## src/common/ltmc_map.svh

```systemverilog
`ifndef LTMC_MAP_SVH
`define LTMC_MAP_SVH
// Transceiver mode field encodings
`define LTMC_MODE_OFF    2'h0
`define LTMC_MODE_WAKE   2'h1
`define LTMC_MODE_RXONLY 2'h2
`define LTMC_MODE_NORMAL 2'h3
// Chip operating modes
`define LTMC_CHIP_NORMAL  3'h0
`define LTMC_CHIP_STOP    3'h1
`define LTMC_CHIP_SLEEP   3'h2
`define LTMC_CHIP_RESTART 3'h3
`define LTMC_CHIP_FAILSAFE 3'h4
// Timing at 100 MHz
`define LTMC_CLK_NS        10
`define LTMC_EN_TIME_NS    10000
`define LTMC_EN_CYCLES     ((`LTMC_EN_TIME_NS + `LTMC_CLK_NS - 1) / `LTMC_CLK_NS)
`define LTMC_FILT_CYCLES   4
`define LTMC_TXTO_CYCLES   200000
`define LTMC_WAKE_CYCLES   3000
`endif

```

## src/common/ltmc_pkg.sv

```systemverilog
package ltmc_pkg;
  typedef enum logic [1:0] {
    LTMC_ST_OFF    = 2'b00,
    LTMC_ST_ENABLE = 2'b01,
    LTMC_ST_ACTIVE = 2'b10,
    LTMC_ST_RXONLY = 2'b11
  } ltmc_state_t;
endpackage : ltmc_pkg

```

## src/hw/ltmc_lane.sv

```systemverilog
`include "ltmc_map.svh"
module ltmc_lane
  import ltmc_pkg::*;
#(
  parameter int EN_CYCLES   = `LTMC_EN_CYCLES,
  parameter int FILT_CYCLES = `LTMC_FILT_CYCLES,
  parameter int TXTO_CYCLES = `LTMC_TXTO_CYCLES,
  parameter int WAKE_CYCLES = `LTMC_WAKE_CYCLES
) (
  input  wire logic       i_clk,
  input  wire logic       i_reset,
  input  wire logic [1:0] i_mode_field,
  input  wire logic [2:0] i_chip_mode,
  input  wire logic       i_tx,
  input  wire logic       i_bus,
  input  wire logic       i_fault_clear,
  output logic            o_rx,
  output logic            o_drive_dominant,
  output logic            o_fault,
  output logic            o_wake,
  output logic [1:0]      o_mode
);
  // Counters share one width, so size it for the largest count in use
  localparam int CNT_A  = (TXTO_CYCLES > EN_CYCLES) ? TXTO_CYCLES : EN_CYCLES;
  localparam int CNT_B  = (WAKE_CYCLES > FILT_CYCLES) ? WAKE_CYCLES : FILT_CYCLES;
  localparam int CNT_MX = (CNT_A > CNT_B) ? CNT_A : CNT_B;
  localparam int CW     = $clog2(CNT_MX + 2);
  ltmc_state_t state_reg;
  logic [1:0]    mode_reg;
  logic [CW-1:0] en_cnt_reg;
  logic [CW-1:0] filt_cnt_reg;
  logic [CW-1:0] to_cnt_reg;
  logic [CW-1:0] wk_cnt_reg;
  logic          bus_filt_reg;
  logic          armed_reg;
  logic          woken_reg;
  logic          fault_reg;
  logic          rx_reg;
  logic          drive_reg;
  logic          chip_ok;
  logic [1:0]    mode_next;
  logic          timeout;

  assign chip_ok = (i_chip_mode == `LTMC_CHIP_NORMAL) || (i_chip_mode == `LTMC_CHIP_STOP);

  // Normal and receive-only fall back to off outside normal/stop; chip failsafe forces wake for every field
  always_comb begin
    mode_next = i_mode_field;
    if (((i_mode_field == `LTMC_MODE_NORMAL) || (i_mode_field == `LTMC_MODE_RXONLY)) && !chip_ok)
      mode_next = `LTMC_MODE_OFF;
    if (i_chip_mode == `LTMC_CHIP_FAILSAFE)
      mode_next = `LTMC_MODE_WAKE;
  end

  always_ff @(posedge i_clk) begin
    if (i_reset) mode_reg <= `LTMC_MODE_OFF;
    else mode_reg <= mode_next;
  end

  // Receive noise filter: level must hold FILT_CYCLES before it is accepted
  always_ff @(posedge i_clk) begin
    if (i_reset) begin
      bus_filt_reg <= 1'b1;
      filt_cnt_reg <= '0;
    end else if (i_bus == bus_filt_reg) begin
      filt_cnt_reg <= '0;
    end else if (filt_cnt_reg == CW'(FILT_CYCLES - 1)) begin
      bus_filt_reg <= i_bus;
      filt_cnt_reg <= '0;
    end else begin
      filt_cnt_reg <= filt_cnt_reg + 1'b1;
    end
  end

  // Enabling sequence: count, then wait for recessive before the first dominant
  always_ff @(posedge i_clk) begin
    if (i_reset) begin
      state_reg  <= LTMC_ST_OFF;
      en_cnt_reg <= '0;
    end else begin
      case (state_reg)
        LTMC_ST_OFF: begin
          en_cnt_reg <= '0;
          if (mode_reg == `LTMC_MODE_NORMAL) state_reg <= LTMC_ST_ENABLE;
          else if (mode_reg == `LTMC_MODE_RXONLY) state_reg <= LTMC_ST_RXONLY;
        end
        LTMC_ST_ENABLE: begin
          if (mode_reg != `LTMC_MODE_NORMAL) state_reg <= LTMC_ST_OFF;
          else if (en_cnt_reg >= CW'(EN_CYCLES - 1)) begin
            // A dominant held across the end of enabling is not sent
            if (i_tx) state_reg <= LTMC_ST_ACTIVE;
          end else en_cnt_reg <= en_cnt_reg + 1'b1;
        end
        LTMC_ST_ACTIVE: if (mode_reg != `LTMC_MODE_NORMAL) state_reg <= LTMC_ST_OFF;
        LTMC_ST_RXONLY: if (mode_reg != `LTMC_MODE_RXONLY) state_reg <= LTMC_ST_OFF;
        default: state_reg <= LTMC_ST_OFF;
      endcase
    end
  end

  // Transmit dominant time-out releases the driver temporarily
  always_ff @(posedge i_clk) begin
    if (i_reset) to_cnt_reg <= '0;
    else if (state_reg != LTMC_ST_ACTIVE || i_tx) to_cnt_reg <= '0;
    else if (!timeout) to_cnt_reg <= to_cnt_reg + 1'b1;
  end
  assign timeout = (to_cnt_reg >= CW'(TXTO_CYCLES));

  always_ff @(posedge i_clk) begin
    if (i_reset) fault_reg <= 1'b0;
    else if (timeout) fault_reg <= 1'b1;
    else if (i_fault_clear) fault_reg <= 1'b0;
  end

  // Driver: only active state, never off or receive-only
  always_ff @(posedge i_clk) begin
    if (i_reset) drive_reg <= 1'b0;
    // Mode gate drops the driver on the edge after the mode leaves normal, together with the state, not one later
    else drive_reg <= (state_reg == LTMC_ST_ACTIVE) && (mode_reg == `LTMC_MODE_NORMAL)
                      && !i_tx && !timeout;
  end

  // Wake detection: dominant longer than WAKE_CYCLES then release
  always_ff @(posedge i_clk) begin
    if (i_reset) begin
      wk_cnt_reg <= '0;
      armed_reg  <= 1'b0;
      woken_reg  <= 1'b0;
    end else if (mode_next != `LTMC_MODE_WAKE) begin
      // Cleared together with the mode change, so off never shows a stale wake
      wk_cnt_reg <= '0;
      armed_reg  <= 1'b0;
      woken_reg  <= 1'b0;  // Leaving wake mode rearms
    end else if (!bus_filt_reg) begin
      if (wk_cnt_reg >= CW'(WAKE_CYCLES)) armed_reg <= 1'b1;
      else wk_cnt_reg <= wk_cnt_reg + 1'b1;
    end else begin
      wk_cnt_reg <= '0;
      armed_reg  <= 1'b0;
      if (armed_reg) woken_reg <= 1'b1;
    end
  end

  always_ff @(posedge i_clk) begin
    if (i_reset) rx_reg <= 1'b1;
    else if (mode_reg == `LTMC_MODE_WAKE) rx_reg <= !woken_reg;
    else if (state_reg == LTMC_ST_OFF) rx_reg <= 1'b1;
    else rx_reg <= bus_filt_reg;
  end

  assign o_rx             = rx_reg;
  assign o_drive_dominant = drive_reg;
  assign o_fault          = fault_reg;
  assign o_wake           = woken_reg;
  assign o_mode           = mode_reg;

  a_off_no_drive: assert property (@(posedge i_clk) disable iff (i_reset)
    (mode_reg == `LTMC_MODE_OFF) |=> !drive_reg) else $error("driver on in off");
  a_rxonly_quiet: assert property (@(posedge i_clk) disable iff (i_reset)
    (state_reg == LTMC_ST_RXONLY) |=> !drive_reg) else $error("driver on in rx only");
  a_tx_follow: assert property (@(posedge i_clk) disable iff (i_reset)
    (state_reg == LTMC_ST_ACTIVE && mode_reg == `LTMC_MODE_NORMAL && !timeout)
    |=> drive_reg == !$past(i_tx))
    else $error("bus not following tx");
  a_enable_gate: assert property (@(posedge i_clk) disable iff (i_reset)
    (state_reg == LTMC_ST_ENABLE) |=> !drive_reg) else $error("drive before enable");
  a_off_no_wake: assert property (@(posedge i_clk) disable iff (i_reset)
    (mode_reg == `LTMC_MODE_OFF) |-> !woken_reg) else $error("wake in off");
  a_normal_legal: assert property (@(posedge i_clk) disable iff (i_reset)
    (mode_reg == `LTMC_MODE_NORMAL || mode_reg == `LTMC_MODE_RXONLY) |-> $past(chip_ok))
    else $error("normal outside chip mode");
  a_fault_set: assert property (@(posedge i_clk) disable iff (i_reset)
    timeout |=> fault_reg) else $error("fault not set");
  a_wake_rx_low: assert property (@(posedge i_clk) disable iff (i_reset)
    (woken_reg && mode_reg == `LTMC_MODE_WAKE) |=> !rx_reg) else $error("rx not low");
  a_rx_level: assert property (@(posedge i_clk) disable iff (i_reset)
    (state_reg == LTMC_ST_ACTIVE && mode_reg == `LTMC_MODE_NORMAL) |=> rx_reg == $past(bus_filt_reg))
    else $error("rx mismatch");
  c_active: cover property (@(posedge i_clk) state_reg == LTMC_ST_ACTIVE ##1 drive_reg);
  c_wake: cover property (@(posedge i_clk) $rose(woken_reg));
  c_timeout: cover property (@(posedge i_clk) $rose(fault_reg));
endmodule : ltmc_lane

```

## src/hw/ltmc_top.sv

```systemverilog
// Function
// - Both transceivers come out of reset in off mode and off may be chosen at any time except in chip failsafe, which forces wake mode.
// - In off mode the bus is never driven and wake activity is ignored.
// - Each transceiver follows its own mode field.
// - A request for normal mode is honoured while the chip is in normal mode.
// - Normal mode exists only in chip normal or stop mode.
// - Once enabled, transmit low drives dominant and high leaves recessive.
// - The receive output shows the filtered bus level while reception is on.
// - Short bus glitches are filtered before reaching the receive output.
// - A dominant begun during enabling is never sent; only one after recessive is.
// - Receive-only mode disables the driver while receiving.
// - Receive-only mode is allowed only in chip normal or stop mode.
// - Mode value 01 is wake capable; after a wake the field stays and receive is held low.
// - A transmit dominant time-out sets that transceiver's fault flag.
`include "ltmc_map.svh"
module ltmc_top
  import ltmc_pkg::*;
#(
  parameter int EN_CYCLES   = `LTMC_EN_CYCLES,
  parameter int FILT_CYCLES = `LTMC_FILT_CYCLES,
  parameter int TXTO_CYCLES = `LTMC_TXTO_CYCLES,
  parameter int WAKE_CYCLES = `LTMC_WAKE_CYCLES
) (
  input  wire logic       i_clk,
  input  wire logic       i_reset,
  input  wire logic [2:0] i_chip_mode,
  input  wire logic [1:0] i_first_transceiver_mode_field,
  input  wire logic [1:0] i_second_transceiver_mode_field,
  input  wire logic [1:0] i_lin_transmit_input,
  input  wire logic [1:0] i_lin_bus,
  input  wire logic [1:0] i_fault_clear,
  output logic      [1:0] o_lin_receive,
  output logic      [1:0] o_lin_bus_out,
  output logic      [1:0] o_lin_bus_oe,
  output logic            o_first_transceiver_fault_flag,
  output logic            o_second_transceiver_fault_flag,
  output logic      [1:0] o_bus_wake,
  output logic      [1:0] o_first_mode,
  output logic      [1:0] o_second_mode
);
  logic [1:0] tx_s1_reg;
  logic [1:0] tx_s2_reg;
  logic [1:0] bus_s1_reg;
  logic [1:0] bus_s2_reg;
  logic [1:0] drive;
  logic [1:0] fault;
  logic [3:0] modes;

  // Pins are asynchronous: two stages before any use
  always_ff @(posedge i_clk) begin
    if (i_reset) begin
      tx_s1_reg  <= 2'h3;
      tx_s2_reg  <= 2'h3;
      bus_s1_reg <= 2'h3;
      bus_s2_reg <= 2'h3;
    end else begin
      tx_s1_reg  <= i_lin_transmit_input;
      tx_s2_reg  <= tx_s1_reg;
      bus_s1_reg <= i_lin_bus;
      bus_s2_reg <= bus_s1_reg;
    end
  end

  for (genvar g = 0; g < 2; g++) begin : g_lane
    ltmc_lane #(
      .EN_CYCLES  (EN_CYCLES),
      .FILT_CYCLES(FILT_CYCLES),
      .TXTO_CYCLES(TXTO_CYCLES),
      .WAKE_CYCLES(WAKE_CYCLES)
    ) u_lane (
      .i_clk           (i_clk),
      .i_reset         (i_reset),
      .i_mode_field    (g == 0 ? i_first_transceiver_mode_field
                               : i_second_transceiver_mode_field),
      .i_chip_mode     (i_chip_mode),
      .i_tx            (tx_s2_reg[g]),
      .i_bus           (bus_s2_reg[g]),
      .i_fault_clear   (i_fault_clear[g]),
      .o_rx            (o_lin_receive[g]),
      .o_drive_dominant(drive[g]),
      .o_fault         (fault[g]),
      .o_wake          (o_bus_wake[g]),
      .o_mode          (modes[2*g +: 2])
    );
  end

  // Open drain: only dominant is driven, recessive is released
  assign o_lin_bus_out = 2'h0;
  assign o_lin_bus_oe  = drive;
  assign o_first_transceiver_fault_flag  = fault[0];
  assign o_second_transceiver_fault_flag = fault[1];
  assign o_first_mode  = modes[1:0];
  assign o_second_mode = modes[3:2];
endmodule : ltmc_top

```

## config.mk

```make
export PLATFORM = sky130hd
export DESIGN_NAME = ltmc_top
export DESIGN_NICKNAME = d
export VERILOG_FILES = /design/src/common/ltmc_pkg.sv /design/src/hw/ltmc_lane.sv /design/src/hw/ltmc_top.sv
export VERILOG_INCLUDE_DIRS = /design/src /design/src/common
export SDC_FILE = /design/constraint.sdc
export NUM_CORES = 1
export LEC_CHECK = 0
export BUFFER_PORTS_ARGS = -buffer_cell sky130_fd_sc_hd__buf_2
export CORE_MARGIN = 5
export CORE_UTILIZATION = 30
export DETAILED_ROUTE_END_ITERATION = 8
export GPL_ROUTABILITY_DRIVEN = 0
export GPL_TIMING_DRIVEN = 1
export PLACE_DENSITY = 0.44
export SLEW_MARGIN = 20
export SYNTH_ARGS = -nofsm -noshare
export SYNTH_HDL_FRONTEND = slang
export SYNTH_SLANG_ARGS = --single-unit
```

## constraint.sdc

```tcl
create_clock -name i_clk -period 1.7 [get_ports i_clk]
set_input_delay 0.34 -clock i_clk [delete_from_list [all_inputs] [get_ports i_clk]]
set_output_delay 0.34 -clock i_clk [all_outputs]
set_load 0.1 [all_outputs]
```

==> results of run 1 <==
-- worst min path at each step --
stage / endpoint / slack, ns / depth (start not counted)
final: tx_s1_reg[1] / 0.10 / 2
after global routing: tx_s1_reg[1] / 0.08 / 2
after CTS: bus_s1_reg[0] / 0.08 / 2
after detailed placement: tx_s2_reg[0] / 0.39 / 1
after global placement: tx_s2_reg[1] / 0.40 / 1
after floorplan: bus_s2_reg[0] / 0.39 / 1
-- cells in the mapped netlist, types with 3 or more instances --
cell,instances,area (um^2)
mux2i_1,7,70.1
nand2_1,56,210
a21oi_1,41,205
xnor2_1,53,464
buf_2,8,40.0
a21o_1,3,22.5
or4_1,6,45.0
nand3_1,41,205
or3_1,24,150
o21ai_1,3,15.0
dfxtp_1,172,3440
nor3_1,29,145
nand2b_1,9,56.3
a31oi_1,11,68.8
a211oi_1,6,45.0
nor4_2,4,50.1
o31ai_1,4,30.0
nor3b_1,7,52.6
nand4_1,20,125
and2_1,28,175
o211ai_1,4,30.0
nor4_1,16,100
a211o_1,3,26.3
xor2_1,19,166
nor2_1,135,507
or2_2,17,106
ha_1,12,150
nor2b_1,7,43.8
o21a_1,3,22.5
buf_4,11,82.6
clkbuf_1,11,41.3
and4_1,4,35.0
o21ai_0,21,105
and3_1,11,68.8
inv_1,33,124
-- placed cells by master (no fill, tap or decap), drive strengths merged, types with 7 or more instances in the layout --
cell type	count
inv	41
nor2	135
xnor2	53
and3	11
or3	25
or2	17
a21oi	41
xor2	19
o21ai	24
nand2	56
nor2b	7
nor4	21
nand4	20
and2	30
mux2i	7
nand2b	9
nand3	42
buf	146
a31oi	11
ha	12
nor3	30
nor3b	7
clkbuf	19
dfxtp	172
-- metrics by stage --
step,cells,worst slack (ns),cell area (um^2)
after global routing,1352,-0.0904,9890
after CTS,1343,-0.0294,9490
final,1352,0.0275,9890
after detailed placement,1307,-0.0308,8820
after global placement,1307,-0.0171,8820
after floorplan,875,-0.0569,7630
-- metal layers --
| metal | global-route usage [%] | vias to the layer above | share of wire, % |
|---|---|---|---|
| met3 | 2.92 | 13 | 2.9 |
| met5 | 0 | - | 0.080 |
| met2 | 18.3 | 53 | 46 |
| met4 | 3.95 | 2 | 1.2 |
| met1 | 15.5 | 2805 | 50 |
| li1 | - | 3268 | - |
-- critical path: stages (launching register included) --
cell and delay [ns]:
dfxtp_2 0.35, ha_4 0.14, nor4b_4 0.19, nand4_1 0.14, nor4_2 0.28, or3_4 0.25
clkbuf_16 0.17, nor2_1 0.04
-- power by group through the flow --
stage	Clock (W)	Combinational [W]	Sequential [W]
floorplan	0	0.000121	0.00418
global placement	0	0.000236	0.00415
detailed placement	0	0.000234	0.00415
CTS	0.00405	0.000238	0.00405
global route	0.00420	0.000276	0.00405
finish	0.00389	0.000253	0.00405
-- cell type report --
type	count	area share, %
multi-input combinational	637	42.0
sequential	172	35.2
timing repair buffer	148	11.3
clock buffer	17	4.30
tap	330	4.17
clock inverter	15	1.75
inverter	33	1.25
-- what timing repair did --
action,in CTS,in global routing
setup endpoints to repair,12,88
resized for setup,9,75
buffers inserted,3,6
pin swaps,5,34
cloned,1,3
-- cell families after synthesis --
| kind of cell | count (synthesis) |
|---|---|
| AOI/OAI and AO/OA | 113 |
| xor gates and xnor gates | 72 |
| adders and majority gates | 12 |
| buffers and inverters | 66 |
| DFF | 172 |
| muxes | 7 |
| other | 1 |
| and+or+nand+nor | 431 |
==> impl_metrics.toml, run 1 <==
[clock_tree]
clock_latency_ns = 0.43
tritoncts = "built"
clock_sink_count = 172
cts_buffer_depth = 2
cts_root_buf = "clkbuf_16"
htree_levels = 4
clk_pin_slew_worst_paths_ns = 0.08
cts_hold_buffers = 0
cts_buffers = 17

[placed_design]
dpl.hpwl_um = 11500
port_buffers = 26

[timing]
tightest_slew_ns = 0.549
tns_ns = 0
fin_skew_ns = 0.0118
rsz0062_at_grt = "yes"
slew_viol_final = 0
hold_viol = 0
finalCritPeriodShare_pct = 98.4
fmax_mhz = 598
hold_ws_ns = 0.105
max-slew-margin-rel_pct = 63.4
finalSetupViolations = 0
fin_crit_ns = 1.67

[pwr]
combPwrFrac_pct = 3.1
p_leak_nw = 3.39
pwr-share-clk_pct = 47.5
internal-power_w = 0.00612
power_w = 0.00819
switching_share_pct = 25.3
switchingPower_w = 0.00207
ir_drop_uv = 567
seqPwrFrac_pct = 49.4
p_per_area_mw_per_mm2 = 828

[drt]
antenna_left = 0
drt-wirelength-per-cell_um = 12.1
wl_um = 16300
first_pass_iters = 4
initialDrtViolationCount = 213
vias_per_cell = 4.54
via_count = 6141
drcViolationCount = 0

[synth]
synth_area_per_cell_um2 = 8.66
synth_fa_ha_area_share_pct = 1.98
async_flop_share_pct = 0
synth_top_family_by_area = "simple AND/OR/NAND/NOR gates"
ys_ff_latch = 172
synth_edf_count = 0
synth_cells = 874
synth_xor_area_share_pct = 8.33
ys.flop_type = "dfxtp_1"
yosysUniqueCellTypes = 62
synthMuxAreaShare_pct = 0.926
synth_compound_area_share_pct = 9.27
ys_warn_count = 0
syn-cell-area_mm2 = 0.00757
ys_seq_area_share_pct = 45.5
yosys.area_share.simple_pct = 29.8

[critical_path]
worstReg2RegEnd = "g_lane[0].u_lane.filt_cnt_reg[10]"
worstPathMaxFanout = 5
rrSetupSlack_ns = 0.03
startpoint_type = "register"
crit_arrival_ns = 1.99
end_kind = "register"
worstSetupPathType = "register to register"
crit_required_ns = 2.02
critPathLaunch = "g_lane[0].u_lane.filt_cnt_reg[1]"
ff2ff_path_depth = 7
r2r_start = "g_lane[0].u_lane.filt_cnt_reg[1]"
endpoint = "g_lane[0].u_lane.filt_cnt_reg[10]"

[floorplanning]
dieArea_mm2 = 0.0285
rows = 58
initial_core_util_pct = 30.2
coreArea_mm2 = 0.0250
die_h_um = 169
die_x_um = 169
io_pins = 29

[finish]
syn_to_final_growth_pct = 30.7
ff_latch_area_mm2 = 0.00348
nets = 1036
diodes = 0
fill_cells = 2572
multi_input_area_mm2 = 0.00416
utilization_pct = 39.5
drive_gt1_share_pct = 28.0

[run]
cap_violations = 0

[grt]
grt_pass1_wl_um = 27500
grt_max_degree = 20
grt_usage_pct = 11.6
grt_pass1_vias = 5846
grt_antenna_before_repair = 1
overflow = 0

[outcome]
status = "completed"

[hold_path]
hp-start = "i_lin_transmit_input[1]"
min_path_type = "primary input to register"
No activity file was read; power rests on OpenSTA's default activity.
==> run 2: changes to the inputs <==
Settings changed: ABC_CLOCK_PERIOD_IN_PS set to 1700, GPL_TIMING_DRIVEN 1 to 0.
==> run 2 against run 1 <==
- the run now ends with setup timing left
- first-iteration DRC count increased by 43%
- highest routed layer unchanged
- worst hold slack got worse by 0.012 ns
- clock skew grew 0.0017 ns
- non-clock buffer count is 53 lower
- fmax is 3.2% lower
- critical path depth unchanged
==> impl_metrics.toml, run 2 (same netlist as run 1, synthesis figures left out) <==
[finish]
drive_gt1_share_pct = 29.1
fill_cells = 2541
syn_to_final_growth_pct = 29.6
final_common_cell = "dfxtp_1"
nets = 983
ff_latch_area_mm2 = 0.00352
fin_cells = 1299
layout_common_cells = "dfxtp_1 (135), nor2_1 (113), nand2_1 (53), xnor2_1 (52), buf_4 (42)"
diodes = 0
multi_input_area_mm2 = 0.00441

[grt]
overflow = 0
grt_max_degree = 20
grt_antenna_before_repair = 1
grt_usage_pct = 12.2
grt_pass1_vias = 5931
grt_pass1_wl_um = 28900

[critical_path]
worst_path_largest_cell_delay_ns = 0.36
crit_slowest_cell = "dfxtp_2"
rrSetupSlack_ns = -0.03
worstSetupPathType = "register to register"
worstReg2RegEnd = "g_lane[0].u_lane.filt_cnt_reg[11]"
crit_buf_inv = 2
crit_chain = "nor4_4, nand4_1, nor4_4, or3_4, buf_12, buf_8, nor2_1"
path_delay_family = "simple AND/OR/NAND/NOR gates"
end_kind = "register"
r2r_start = "g_lane[0].u_lane.filt_cnt_reg[15]"
ff2ff_path_depth = 7
startpoint_type = "register"
worstPathMaxFanout = 5
cpMostUsedCell = "nor4_4"
crit_required_ns = 2.02
crit_arrival_ns = 2.05

[floorplanning]
coreArea_mm2 = 0.0250
die_h_um = 169
initial_core_util_pct = 30.2
rows = 58
dieArea_mm2 = 0.0285
io_pins = 29
die_x_um = 169

[clock_tree]
clk_pin_slew_worst_paths_ns = 0.08
clock_sink_count = 172
tritoncts = "built"
htree_levels = 4
cts_hold_buffers = 0
clock_latency_ns = 0.43
cts_buffer_depth = 2
cts_buffers = 17
cts_root_buf = "clkbuf_16"

[drt]
drt-wirelength-per-cell_um = 13.2
via_count = 6028
vias_per_cell = 4.64
drcViolationCount = 0
initialDrtViolationCount = 304
wl_um = 17100
antenna_left = 0
first_pass_iters = 4

[timing]
fin_crit_ns = 1.73
rsz0062_at_grt = "yes"
max-slew-margin-rel_pct = 61.4
finalSetupViolations = 8
finalCritPeriodShare_pct = 102
slew_viol_final = 0
fmax_mhz = 579
fin_skew_ns = 0.0134
tightest_slew_ns = 0.579
finalWorstSetupSlack_ns = -0.0274
hold_viol = 0

[pwr]
p_per_area_mw_per_mm2 = 851
ir_drop_uv = 591
p_leak_nw = 3.16
power_w = 0.00835

[hold_path]
hold_path_depth = 2
min_path_type = "primary input to register"
min_to = "bus_s1_reg[0]"
hp-start = "i_lin_bus[0]"

[placed_design]
dpl.hpwl_um = 11100
placed_cells = 1230
port_buffers = 25

[run]
cap_violations = 0

[outcome]
failed_checks = "setup timing"
status = "finished, violations left"
## run 2: cell count changes in the layout (fill, tap and decap cells not counted), sizes merged
cell / before / now
buf: 146 / 85
clkbuf: 19 / 27
bufinv: 0 / 1
clkinv: 6 / 7
clkinvlp: 1 / 0
inv: 41 / 40
## run 2: layout make-up
class | count | share of cell area, %
Buffer | 29 | 2.22
Clock buffer | 17 | 4.34
Clock inverter | 15 | 2.01
Inverter | 33 | 1.26
Multi-Input combinational cell | 637 | 44.9
Sequential cell | 172 | 35.8
Tap cell | 330 | 4.21
Timing Repair Buffer | 66 | 5.20
## run 2: timing repair
action,4_1_cts,5_1_grt
gates resized for setup,71,137
endpoints found under the setup margin,92,115
pin swaps,43,46
buffers inserted,28,13
gates cloned,4,0
## run 2: through the flow
stage	util, %	area (um^2)	worst slack [ns]	TNS, ns	hold slack [ns]
global route	39.2	9810	-0.142	-2.94	0.0863
detailed placement	32.6	8170	-0.424	-28.28	0.393
CTS	37.4	9360	-0.0889	-1.48	0.0708
finish	39.2	9810	-0.0274	-0.122	0.0929
floorplan	-	7630	-0.0569	-0.0569	0.389
global placement	32.6	8170	-0.396	-26.57	0.392
## run 2: worst max path at each step
| stage | start | endpoint | slack, ns | cells after the start |
|---|---|---|---|---|
| CTS | g_lane[1].u_lane.filt_cnt_reg[1] | g_lane[1].u_lane.filt_cnt_reg[12] | -0.09 | 9 |
| floorplan | g_lane[0].u_lane.o_mode[0] | g_lane[0].u_lane.en_cnt_reg[4] | -0.06 | 7 |
| global placement | g_lane[0].u_lane.filt_cnt_reg[0] | g_lane[0].u_lane.filt_cnt_reg[17] | -0.40 | 8 |
| finish | g_lane[0].u_lane.filt_cnt_reg[15] | g_lane[0].u_lane.filt_cnt_reg[11] | -0.03 | 7 |
| global route | g_lane[0].u_lane.to_cnt_reg[4] | g_lane[0].u_lane.to_cnt_reg[15] | -0.14 | 6 |
| detailed placement | i_reset | g_lane[0].u_lane.en_cnt_reg[1] | -0.42 | 4 |
## run 2: metal layers
layer | wire length [um] | share of wire, % | track usage, %
met1 | 8290 | 48 | 16.4
met3 | 611 | 3.6 | 2.64
met2 | 7990 | 47 | 19.3
met4 | 214 | 1.2 | 4.16
met5 | 13 | 0.076 | 0
## run 2: report_power, final
group          switching, W  internal [W]
Sequential        0.0000193       0.00403
Combinational      0.000161     0.0000920
Clock               0.00191       0.00213
Total               0.00209       0.00626
